==> src/verilog/bmss_defines.svh <==
// Constants for the boot mode strap selector
`ifndef BMSS_DEFINES_SVH
`define BMSS_DEFINES_SVH

`define BMSS_ADDR_W          32
`define BMSS_VEC_PFLASH      32'hFFFF_FFFC
`define BMSS_VEC_BOOT_ROM    32'hFF7F_C000
`define BMSS_VEC_USB_FLASH   32'hFFFF_C000
`define BMSS_USB_FLASH_KB    16
`define BMSS_USB_POWER_MA    500
`define BMSS_USB_POWER_UNITS 8'hFA
// Identity codes below are arbitrary values
`define BMSS_MAKER_VID       16'h1A2B
`define BMSS_MAKER_PID_BASE  16'h0010
`define BMSS_STD_VID         16'h3C4D
`define BMSS_STD_PID         16'h0042

`endif

==> src/verilog/bmss_pkg.sv <==
// Types for the boot mode strap selector
`default_nettype none
package bmss_pkg;
  typedef enum logic [1:0] {
    BMSS_MODE_NORMAL,
    BMSS_MODE_ROM,
    BMSS_MODE_USB
  } bmss_mode_t;

  typedef struct packed {
    logic        valid;
    logic        bus_powered;
    logic [7:0]  max_power;
    logic [15:0] vendor_id;
    logic [15:0] product_id;
  } bmss_usb_desc_t;
endpackage
`default_nettype wire

==> src/verilog/bmss_top.sv <==
// Boot mode strap selector: samples straps at reset release, picks start vector
`timescale 1ns/1ps
`default_nettype none
`include "bmss_defines.svh"

module bmss_top (
  input  wire logic                     ref_clk_i,
  input  wire logic                     rst_n_i,
  input  wire logic                     boot_select_line_i,
  input  wire logic                     boot_select_driven_i,
  input  wire logic                     boot_switch_pole_i,
  input  wire logic                     boot_variant_strap_i,
  input  wire logic                     boot_variant_driven_i,
  input  wire logic                     maker_firmware_i,
  input  wire logic [7:0]               protocol_version_i,
  input  wire logic                     power_report_sense_pin_i,
  output logic                          mode_valid_o,
  output bmss_pkg::bmss_mode_t          boot_mode_o,
  output logic [`BMSS_ADDR_W-1:0]       start_addr_o,
  output logic                          variant_gpio_free_o,
  output bmss_pkg::bmss_usb_desc_t      usb_desc_o
);

  logic                 boot_select_strap;
  logic                 variant_level;
  logic                 sampled_r;
  bmss_pkg::bmss_mode_t mode_nxt;
  logic [`BMSS_ADDR_W-1:0] addr_nxt;

  // Weak pull-ups win when undriven; closed pole wins over the select line, not the variant strap
  assign boot_select_strap = boot_switch_pole_i ? 1'b0 :
                             (boot_select_driven_i ? boot_select_line_i : 1'b1);
  assign variant_level     = boot_variant_driven_i ? boot_variant_strap_i : 1'b1;

  always_comb begin
    if (boot_select_strap) begin
      mode_nxt = bmss_pkg::BMSS_MODE_NORMAL;
      addr_nxt = `BMSS_VEC_PFLASH;
    end else if (!variant_level) begin
      mode_nxt = bmss_pkg::BMSS_MODE_ROM;
      addr_nxt = `BMSS_VEC_BOOT_ROM;
    end else begin
      mode_nxt = bmss_pkg::BMSS_MODE_USB;
      addr_nxt = `BMSS_VEC_USB_FLASH;
    end
  end

  // Sample once on the first edge after reset release, then hold
  always_ff @(posedge ref_clk_i or negedge rst_n_i) begin
    if (!rst_n_i) begin
      sampled_r    <= 1'b0;
      mode_valid_o <= 1'b0;
      boot_mode_o  <= bmss_pkg::BMSS_MODE_NORMAL;
      start_addr_o <= `BMSS_VEC_PFLASH;
    end else if (!sampled_r) begin
      sampled_r    <= 1'b1;
      mode_valid_o <= 1'b1;
      boot_mode_o  <= mode_nxt;
      start_addr_o <= addr_nxt;
    end
  end

  // Variant pin free for general use only in normal boot
  always_ff @(posedge ref_clk_i or negedge rst_n_i) begin
    if (!rst_n_i) begin
      variant_gpio_free_o <= 1'b0;
    end else if (!sampled_r) begin
      variant_gpio_free_o <= (mode_nxt == bmss_pkg::BMSS_MODE_NORMAL);
    end
  end

  // USB identity report in USB boot
  always_ff @(posedge ref_clk_i or negedge rst_n_i) begin
    if (!rst_n_i) begin
      usb_desc_o <= '0;
    end else if (mode_valid_o && boot_mode_o == bmss_pkg::BMSS_MODE_USB) begin
      if (maker_firmware_i) begin
        usb_desc_o.valid       <= 1'b1;
        usb_desc_o.bus_powered <= 1'b1;
        usb_desc_o.max_power   <= `BMSS_USB_POWER_UNITS;
        usb_desc_o.vendor_id   <= `BMSS_MAKER_VID;
        usb_desc_o.product_id  <= `BMSS_MAKER_PID_BASE + {8'h00, protocol_version_i};
      end else if (power_report_sense_pin_i) begin
        usb_desc_o.valid       <= 1'b1;
        usb_desc_o.bus_powered <= 1'b1;
        usb_desc_o.max_power   <= `BMSS_USB_POWER_UNITS;
        usb_desc_o.vendor_id   <= `BMSS_STD_VID;
        usb_desc_o.product_id  <= `BMSS_STD_PID;
      end else begin
        usb_desc_o <= '0;
      end
    end else begin
      usb_desc_o <= '0;
    end
  end

  AST_MODE_HELD: assert property (@(posedge ref_clk_i) disable iff (!rst_n_i)
    mode_valid_o |=> $stable(boot_mode_o) && $stable(start_addr_o))
    else $error("boot mode changed after latch");

  AST_NORMAL_VEC: assert property (@(posedge ref_clk_i) disable iff (!rst_n_i)
    (!sampled_r && boot_select_strap) |=>
      boot_mode_o == bmss_pkg::BMSS_MODE_NORMAL && start_addr_o == `BMSS_VEC_PFLASH)
    else $error("normal boot not selected");

  AST_ROM_VEC: assert property (@(posedge ref_clk_i) disable iff (!rst_n_i)
    (!sampled_r && !boot_select_strap && !variant_level) |=>
      boot_mode_o == bmss_pkg::BMSS_MODE_ROM && start_addr_o == `BMSS_VEC_BOOT_ROM)
    else $error("rom boot not selected");

  AST_USB_VEC: assert property (@(posedge ref_clk_i) disable iff (!rst_n_i)
    (!sampled_r && !boot_select_strap && variant_level) |=>
      boot_mode_o == bmss_pkg::BMSS_MODE_USB && start_addr_o == `BMSS_VEC_USB_FLASH)
    else $error("usb boot not selected");

  AST_VALID_ONCE: assert property (@(posedge ref_clk_i) disable iff (!rst_n_i)
    !sampled_r |=> mode_valid_o ##1 mode_valid_o)
    else $error("mode not valid after first edge");

  AST_GPIO_FREE: assert property (@(posedge ref_clk_i) disable iff (!rst_n_i)
    mode_valid_o |-> variant_gpio_free_o == (boot_mode_o == bmss_pkg::BMSS_MODE_NORMAL))
    else $error("variant pin release wrong");

  AST_DEFAULT_NORMAL: assert property (@(posedge ref_clk_i) disable iff (!rst_n_i)
    (!sampled_r && !boot_select_driven_i && !boot_switch_pole_i) |=>
      boot_mode_o == bmss_pkg::BMSS_MODE_NORMAL)
    else $error("undriven straps did not boot normally");

  AST_SWITCH_USB: assert property (@(posedge ref_clk_i) disable iff (!rst_n_i)
    (!sampled_r && boot_switch_pole_i && !boot_variant_driven_i) |=>
      boot_mode_o == bmss_pkg::BMSS_MODE_USB)
    else $error("switch pole did not give usb boot");

  AST_MAKER_DESC: assert property (@(posedge ref_clk_i) disable iff (!rst_n_i)
    (mode_valid_o && boot_mode_o == bmss_pkg::BMSS_MODE_USB && maker_firmware_i) |=>
      usb_desc_o.valid && usb_desc_o.vendor_id == `BMSS_MAKER_VID &&
      usb_desc_o.max_power == `BMSS_USB_POWER_UNITS)
    else $error("maker usb report wrong");

  AST_STD_DESC: assert property (@(posedge ref_clk_i) disable iff (!rst_n_i)
    (mode_valid_o && boot_mode_o == bmss_pkg::BMSS_MODE_USB && !maker_firmware_i) |=>
      usb_desc_o.valid == $past(power_report_sense_pin_i))
    else $error("standard usb report wrong");

  // Reset values are checked one edge later, once the flops have settled
  AST_RESET_STATE: assert property (@(posedge ref_clk_i)
    !rst_n_i |=> !mode_valid_o && !variant_gpio_free_o && !usb_desc_o.valid &&
      boot_mode_o == bmss_pkg::BMSS_MODE_NORMAL && start_addr_o == `BMSS_VEC_PFLASH)
    else $error("reset state wrong");

  AST_VALID_STAYS: assert property (@(posedge ref_clk_i) disable iff (!rst_n_i)
    mode_valid_o |=> mode_valid_o)
    else $error("mode valid dropped without reset");

  AST_GPIO_HELD: assert property (@(posedge ref_clk_i) disable iff (!rst_n_i)
    mode_valid_o |=> $stable(variant_gpio_free_o))
    else $error("variant pin release changed after latch");

  AST_VEC_MATCH: assert property (@(posedge ref_clk_i) disable iff (!rst_n_i)
    mode_valid_o |->
      (boot_mode_o == bmss_pkg::BMSS_MODE_NORMAL && start_addr_o == `BMSS_VEC_PFLASH) ||
      (boot_mode_o == bmss_pkg::BMSS_MODE_ROM && start_addr_o == `BMSS_VEC_BOOT_ROM) ||
      (boot_mode_o == bmss_pkg::BMSS_MODE_USB && start_addr_o == `BMSS_VEC_USB_FLASH))
    else $error("start vector does not match mode");

  // Strap decode seen from the pins
  AST_SELECT_HIGH: assert property (@(posedge ref_clk_i) disable iff (!rst_n_i)
    (!sampled_r && boot_select_driven_i && boot_select_line_i && !boot_switch_pole_i) |=>
      boot_mode_o == bmss_pkg::BMSS_MODE_NORMAL && variant_gpio_free_o)
    else $error("driven select high did not boot normally");

  AST_VARIANT_DEFAULT: assert property (@(posedge ref_clk_i) disable iff (!rst_n_i)
    (!sampled_r && !boot_select_strap && !boot_variant_driven_i) |=>
      boot_mode_o == bmss_pkg::BMSS_MODE_USB && start_addr_o == `BMSS_VEC_USB_FLASH)
    else $error("undriven variant did not give usb boot");

  AST_POLE_SPECIAL: assert property (@(posedge ref_clk_i) disable iff (!rst_n_i)
    (!sampled_r && boot_switch_pole_i) |=>
      boot_mode_o != bmss_pkg::BMSS_MODE_NORMAL && !variant_gpio_free_o)
    else $error("closed pole gave normal boot");

  // Identity report
  AST_MAKER_PID: assert property (@(posedge ref_clk_i) disable iff (!rst_n_i)
    (mode_valid_o && boot_mode_o == bmss_pkg::BMSS_MODE_USB && maker_firmware_i) |=>
      usb_desc_o.bus_powered &&
      usb_desc_o.product_id == `BMSS_MAKER_PID_BASE + {8'h00, $past(protocol_version_i)})
    else $error("maker usb product id wrong");

  AST_STD_IDS: assert property (@(posedge ref_clk_i) disable iff (!rst_n_i)
    (mode_valid_o && boot_mode_o == bmss_pkg::BMSS_MODE_USB && !maker_firmware_i &&
      power_report_sense_pin_i) |=> usb_desc_o.bus_powered &&
      usb_desc_o.max_power == `BMSS_USB_POWER_UNITS && usb_desc_o.vendor_id == `BMSS_STD_VID &&
      usb_desc_o.product_id == `BMSS_STD_PID)
    else $error("standard usb report ids wrong");

  AST_STD_SENSE_LOW: assert property (@(posedge ref_clk_i) disable iff (!rst_n_i)
    (mode_valid_o && boot_mode_o == bmss_pkg::BMSS_MODE_USB && !maker_firmware_i &&
      !power_report_sense_pin_i) |=> usb_desc_o == '0)
    else $error("standard usb report shown with sense low");

  AST_DESC_USB_ONLY: assert property (@(posedge ref_clk_i) disable iff (!rst_n_i)
    (mode_valid_o && boot_mode_o != bmss_pkg::BMSS_MODE_USB) |=> !usb_desc_o.valid)
    else $error("usb report outside usb boot");

  AST_DESC_WAITS: assert property (@(posedge ref_clk_i) disable iff (!rst_n_i)
    !mode_valid_o |=> !usb_desc_o.valid)
    else $error("usb report before mode latched");

endmodule // bmss_top
`default_nettype wire

==> config.mk <==
export PLATFORM = sky130hd
export DESIGN_NAME = bmss_top
export DESIGN_NICKNAME = d
export VERILOG_FILES = /design/src/verilog/bmss_pkg.sv /design/src/verilog/bmss_top.sv
export VERILOG_INCLUDE_DIRS = /design/src /design/src/verilog
export SDC_FILE = /design/constraint.sdc
export NUM_CORES = 1
export LEC_CHECK = 0
export BUFFER_PORTS_ARGS = -buffer_cell sky130_fd_sc_hd__buf_2
export CAP_MARGIN = 30
export CORE_MARGIN = 2
export CORE_UTILIZATION = 30
export CTS_CLUSTER_SIZE = 28
export DETAILED_ROUTE_END_ITERATION = 10
export GPL_TIMING_DRIVEN = 0
export MAX_ROUTING_LAYER = met4
export PLACE_DENSITY = 0.74
export SYNTH_ARGS = -nofsm -noshare
export SYNTH_HDL_FRONTEND = slang
export SYNTH_SLANG_ARGS = --single-unit
==> constraint.sdc <==
create_clock -name ref_clk_i -period 1 [get_ports ref_clk_i]
set_input_delay 0.15 -clock ref_clk_i [delete_from_list [all_inputs] [get_ports ref_clk_i]]
set_output_delay 0.15 -clock ref_clk_i [all_outputs]
set_load 0.03 [all_outputs]
## Word level (Yosys, flattened, before mapping)

Index checks and enable logic that the tools add are counted.

| word-level totals | value |
|---|---|
| logic and storage cells | 24 |
| input port bits | 17 |
| output and inout bits | 78 |
| register bits after elaboration | 79 |

| cells by class | value |
|---|---|
| eq/ne operators | 1 |
| $add $sub $neg | 1 |
| muxes and demuxes | 10 |
| reduce and logical (&&, ||, !) cells | 2 |

Operators with widths:

| cell | number |
|---|---|
| 2-to-1 mux 42 bit | 3 |
| 2-to-1 mux 32 bit | 1 |
| 2-to-1 mux 24 bit | 1 |
| adder 5 x 8 -> 9 bit (first input constant) | 1 |
| 2-to-1 mux 2 bit | 2 |
| 2-to-1 mux 1 bit | 3 |
| equality test 2 bit (second input constant) | 1 |
| zero test 2 bit | 1 |
| logical AND 1 bit | 1 |

## Longest topological paths before layout

| logic depth | value |
|---|---|
| word-level depth | 4 |
| mapped depth | 4 |

## Worst setup path before layout

Ideal clock, no wire load.

| path | value |
|---|---|
| kind | flip-flop to flip-flop |
| start | register boot_mode_o[0] |
| end | register usb_desc_o[1] in the netlist's numbering |
| cell stages (with the launch flop) | 4 |
| arrival | 936 ps |
| setup slack | -63 ps |
| clock period less this slack | 1063 ps |
| setup time | 128 ps |
| cells stage by stage | dfrtp_1 and3b_2 o21ai_1 a21oi_1 |

| on the way | value |
|---|---|
| longest elaborated chain between the ends | 3 |

RTL lines:

| element | line | text |
|---|---|---|
| start, declared | bmss_top.sv:18 | `output bmss_pkg::bmss_mode_t boot_mode_o,` |
| start signal, assigned | bmss_top.sv:53 | `boot_mode_o <= bmss_pkg::BMSS_MODE_NORMAL;` |
| start signal, assigned | bmss_top.sv:58 | `boot_mode_o <= mode_nxt;` |
| equality test 2 bit | bmss_top.sv:76 | `end else if (mode_valid_o && boot_mode_o == bmss_pkg::BMSS_MODE_USB) begin` |
| logical AND 1 bit | bmss_top.sv:76 |  |
| 2-to-1 mux 42 bit | bmss_top.sv:76 |  |
| end, declared | bmss_top.sv:21 | `output bmss_pkg::bmss_usb_desc_t usb_desc_o` |

Every way passes these cells.
A chain may end at the register's enable or synchronous reset.

==> results_dict.tcl <==
set metrics [dict create \
    grt.met2_usage 0.225 \
    violations "setup timing" \
    clkSinkCount 19 \
    rr_worst_depth 3 \
    routed_wl_mm 2.60 \
    initial_utilization 0.315 \
    grt_pass1_vias 806 \
    slowest_stage "dfstp_4" \
    yosys_warnings 0 \
    n_antenna_cell 0 \
    grt-busiest-layer "met2" \
    vias_per_cell 3.52 \
    num_io_pins 95 \
    rsz0062_at_grt "true" \
    clock-root-buffer "clkbuf_8" \
    fin_crit_sh 1.33 \
    fmax_mhz 750 \
    worstSetupStartpointType "flip-flop" \
    drc_errors 0 \
    cts.htree.levels 1 \
    nets 237 \
    tritoncts "done" \
    status "finished with violations" \
    drtIter0Drc 7 \
    slew_viol_final 0 \
    ys_ff_latch 19 \
    period_needed_ns 1.33 \
    ys_seq_area_frac 0.408 \
    synth_cell_types 24 \
    hold_class "primary input to flip-flop" \
    dieArea_mm2 0.00442 \
    hold_viol 0 \
    min_delay_path_depth 2 \
    wl_per_cell_um 9.76 \
    cp_max_fo 13 \
    clk_pin_slew_worst_paths_ns 0.07 \
    crit_required_ns 0.85 \
    layout_setup_ws_ns -0.332 \
    met1_usage 0.113 \
    clock_latency_ns 0.25 \
    synth_cells 116 \
    hold_start "protocol_version_i[4]" \
    synth_area_per_cell_um2 10.1 \
    ir_worst_vdd_mv 0.834 \
    die_x_um 66.5 \
    drt-pass1-iter-count 4 \
    finalSetupViolCount 37 \
    met3_usage 0.0236 \
    ff2ff_setup_slack_ns -0.03 \
    worstPathArrival_ns 1.18 \
    crit_chain "buf_4 > buf_6" \
    syn_to_final_growth_pct 77.5 \
    grt_use_total 0.117 \
    synth_edf_count 0 \
    worstSetupEndpointType "output port" \
    cts_buffer_depth 2 \
    synth_common_cells "60 x buf_4, 17 x dfrtp_1, 4 x and3_1, 4 x inv_1, 4 x nor2_1" \
    critPathMaxStageDelay_ns 0.68 \
    dpl.hpwl_mm 1.86 \
    power.density_mw_per_mm2 1310 \
    drive_gt1_frac 0.679 \
    leakagePower_nw 1.17 \
    rows 22 \
    grt_pass1_wl_mm 3.80 \
    ant_nets 0 \
    coreArea_mm2 0.00372 \
    worst_clock_skew_ns 0.00396 \
    r2r_end "usb_desc_o[1]" \
    vias 937 \
    cts_buffers 3 \
    critPathKind "flip-flop to output port" \
    path_delay_family "flip-flops" \
    synth_top_area_frac 0.385 \
    rr_startpoint "boot_mode_o[0]" \
    antenna_found_initial 0 \
    grt_max_degree 20 \
    yosys-top-cells-area "buf_4 38%, dfrtp_1 36%, dfstp_2 4.5%, and3_1 2.1%, a211oi_4 1.7%" \
    power.total_mw 2.73 \
    maxCapViolations 0 \
    hold_end "usb_desc_o[4]" \
    holdWs_ns 0.0751 \
    finalWeightedCongestion 0.672 \
    port_buffers 61 \
    yosysMostFrequentCell "buf_4" \
    grt-ovfl-total 0 \
    synth_top_area_cell "buf_4" \
    die_h_um 66.5 \
    syn_area_mm2 0.00117 \
    critical_path_buf_inv_count 2 \
    synth_ff_type "dfrtp_1" \
    async_flop_share 1.00 \
]
[cells by family (layout without fill, tap and decap cells)]
family                   count (synthesis)  in the layout  synth area share
AO/OA/AOI/OAI                            9              9            0.0598
AND/OR/NAND/NOR                         18             18            0.0929
XOR/XNOR                                 2              2            0.0150
adder cells (fa/ha/maj)                  1              1            0.0107
flip-flops                              19             19             0.408
buffers and inverters                   65            135             0.407
other                                    2             34           0.00641
[per-layer routing]
metal	wire, um	share of wire	vias to the layer above
met2	1620	0.63	33
met5	0	0	-
met4	35	0.013	0
met3	153	0.059	4
met1	782	0.30	427
li1	-	-	473
[cell type report]
cell class	instances	area (um2)
Clock buffer	3	41.3
Multi-Input combinational cell	64	378
Buffer	61	526
Sequential cell	19	488
Fill cell	345	1640
Tap cell	48	60.1
Inverter	4	15.0
Clock inverter	1	5.00
Timing Repair Buffer	66	566
[stage by stage]
stage	setup slack [ns]	TNS [ns]	cell area [um2]	util	instances
after floorplan	-0.0368	-0.398	1310	-	148
after global placement	-0.113	-1.28	1680	0.451	257
after detailed placement	-0.121	-1.40	1680	0.451	257
after CTS	-0.349	-6.88	2030	0.545	264
after global routing	-0.388	-8.72	2080	0.559	266
final	-0.332	-6.64	2080	0.559	266
[registers in the layout, summed over array words and instances (netlist names)]
| name | cells |
|---|---|
| sampled_r | 1 |
| mode_valid_o | 1 |
| boot_mode_o | 2 |
| variant_gpio_free_o | 1 |
| start_addr_o | 2 |
| usb_desc_o | 12 |
[repair_timing]
action                                 4_1_cts  5_1_grt
resized for setup                           87       10
setup endpoints to repair                   41       50
setup buffers                                2        2
hold buffers                                 1        0
endpoints found under the hold margin       17        0
pin swaps                                    5        4
[cell usage in the layout (no fill, tap or decap), types with 2 or more instances in the layout]
cell type,synthesis,routed
buf_2,0,27
clkbuf_8,0,3
nor2_1,4,2
conb_1,2,34
inv_1,4,3
nand3_1,2,2
and3_1,4,4
dfrtp_2,0,5
a21o_1,2,2
nor2b_1,2,2
buf_4,60,45
dfrtp_1,17,12
a21oi_2,0,2
buf_6,1,54
[worst register-to-register path, cell delays in order (launching register included)]
cell	delay [ns]
dfrtp_2	0.42
and3b_2	0.34
o21ai_4	0.10
a21oi_2	0.10
[power by group]
part | internal, mW | switching [mW] | leakage, nW | total [mW]
clock | 0.276 | 0.237 | 0.0255 | 0.513
combinational | 0.606 | 0.741 | 0.913 | 1.35
sequential | 0.830 | 0.0401 | 0.235 | 0.870
total | 1.71 | 1.02 | 1.17 | 2.73
[worst max-delay path by stage]
stage                  endpoint             start  slack (ns)  cells past startpoint
2_1_floorplan  start_addr_o[11]  start_addr_o[13]       -0.04                      1
3_3_place_gp    start_addr_o[9]  start_addr_o[13]       -0.11                      2
3_5_place_dp    start_addr_o[4]  start_addr_o[13]       -0.12                      2
4_1_cts         start_addr_o[4]  start_addr_o[13]       -0.35                      2
5_1_grt         start_addr_o[9]  start_addr_o[13]       -0.39                      2
6_report        start_addr_o[6]  start_addr_o[13]       -0.33                      2
Power figures use the tool's default switching activity.
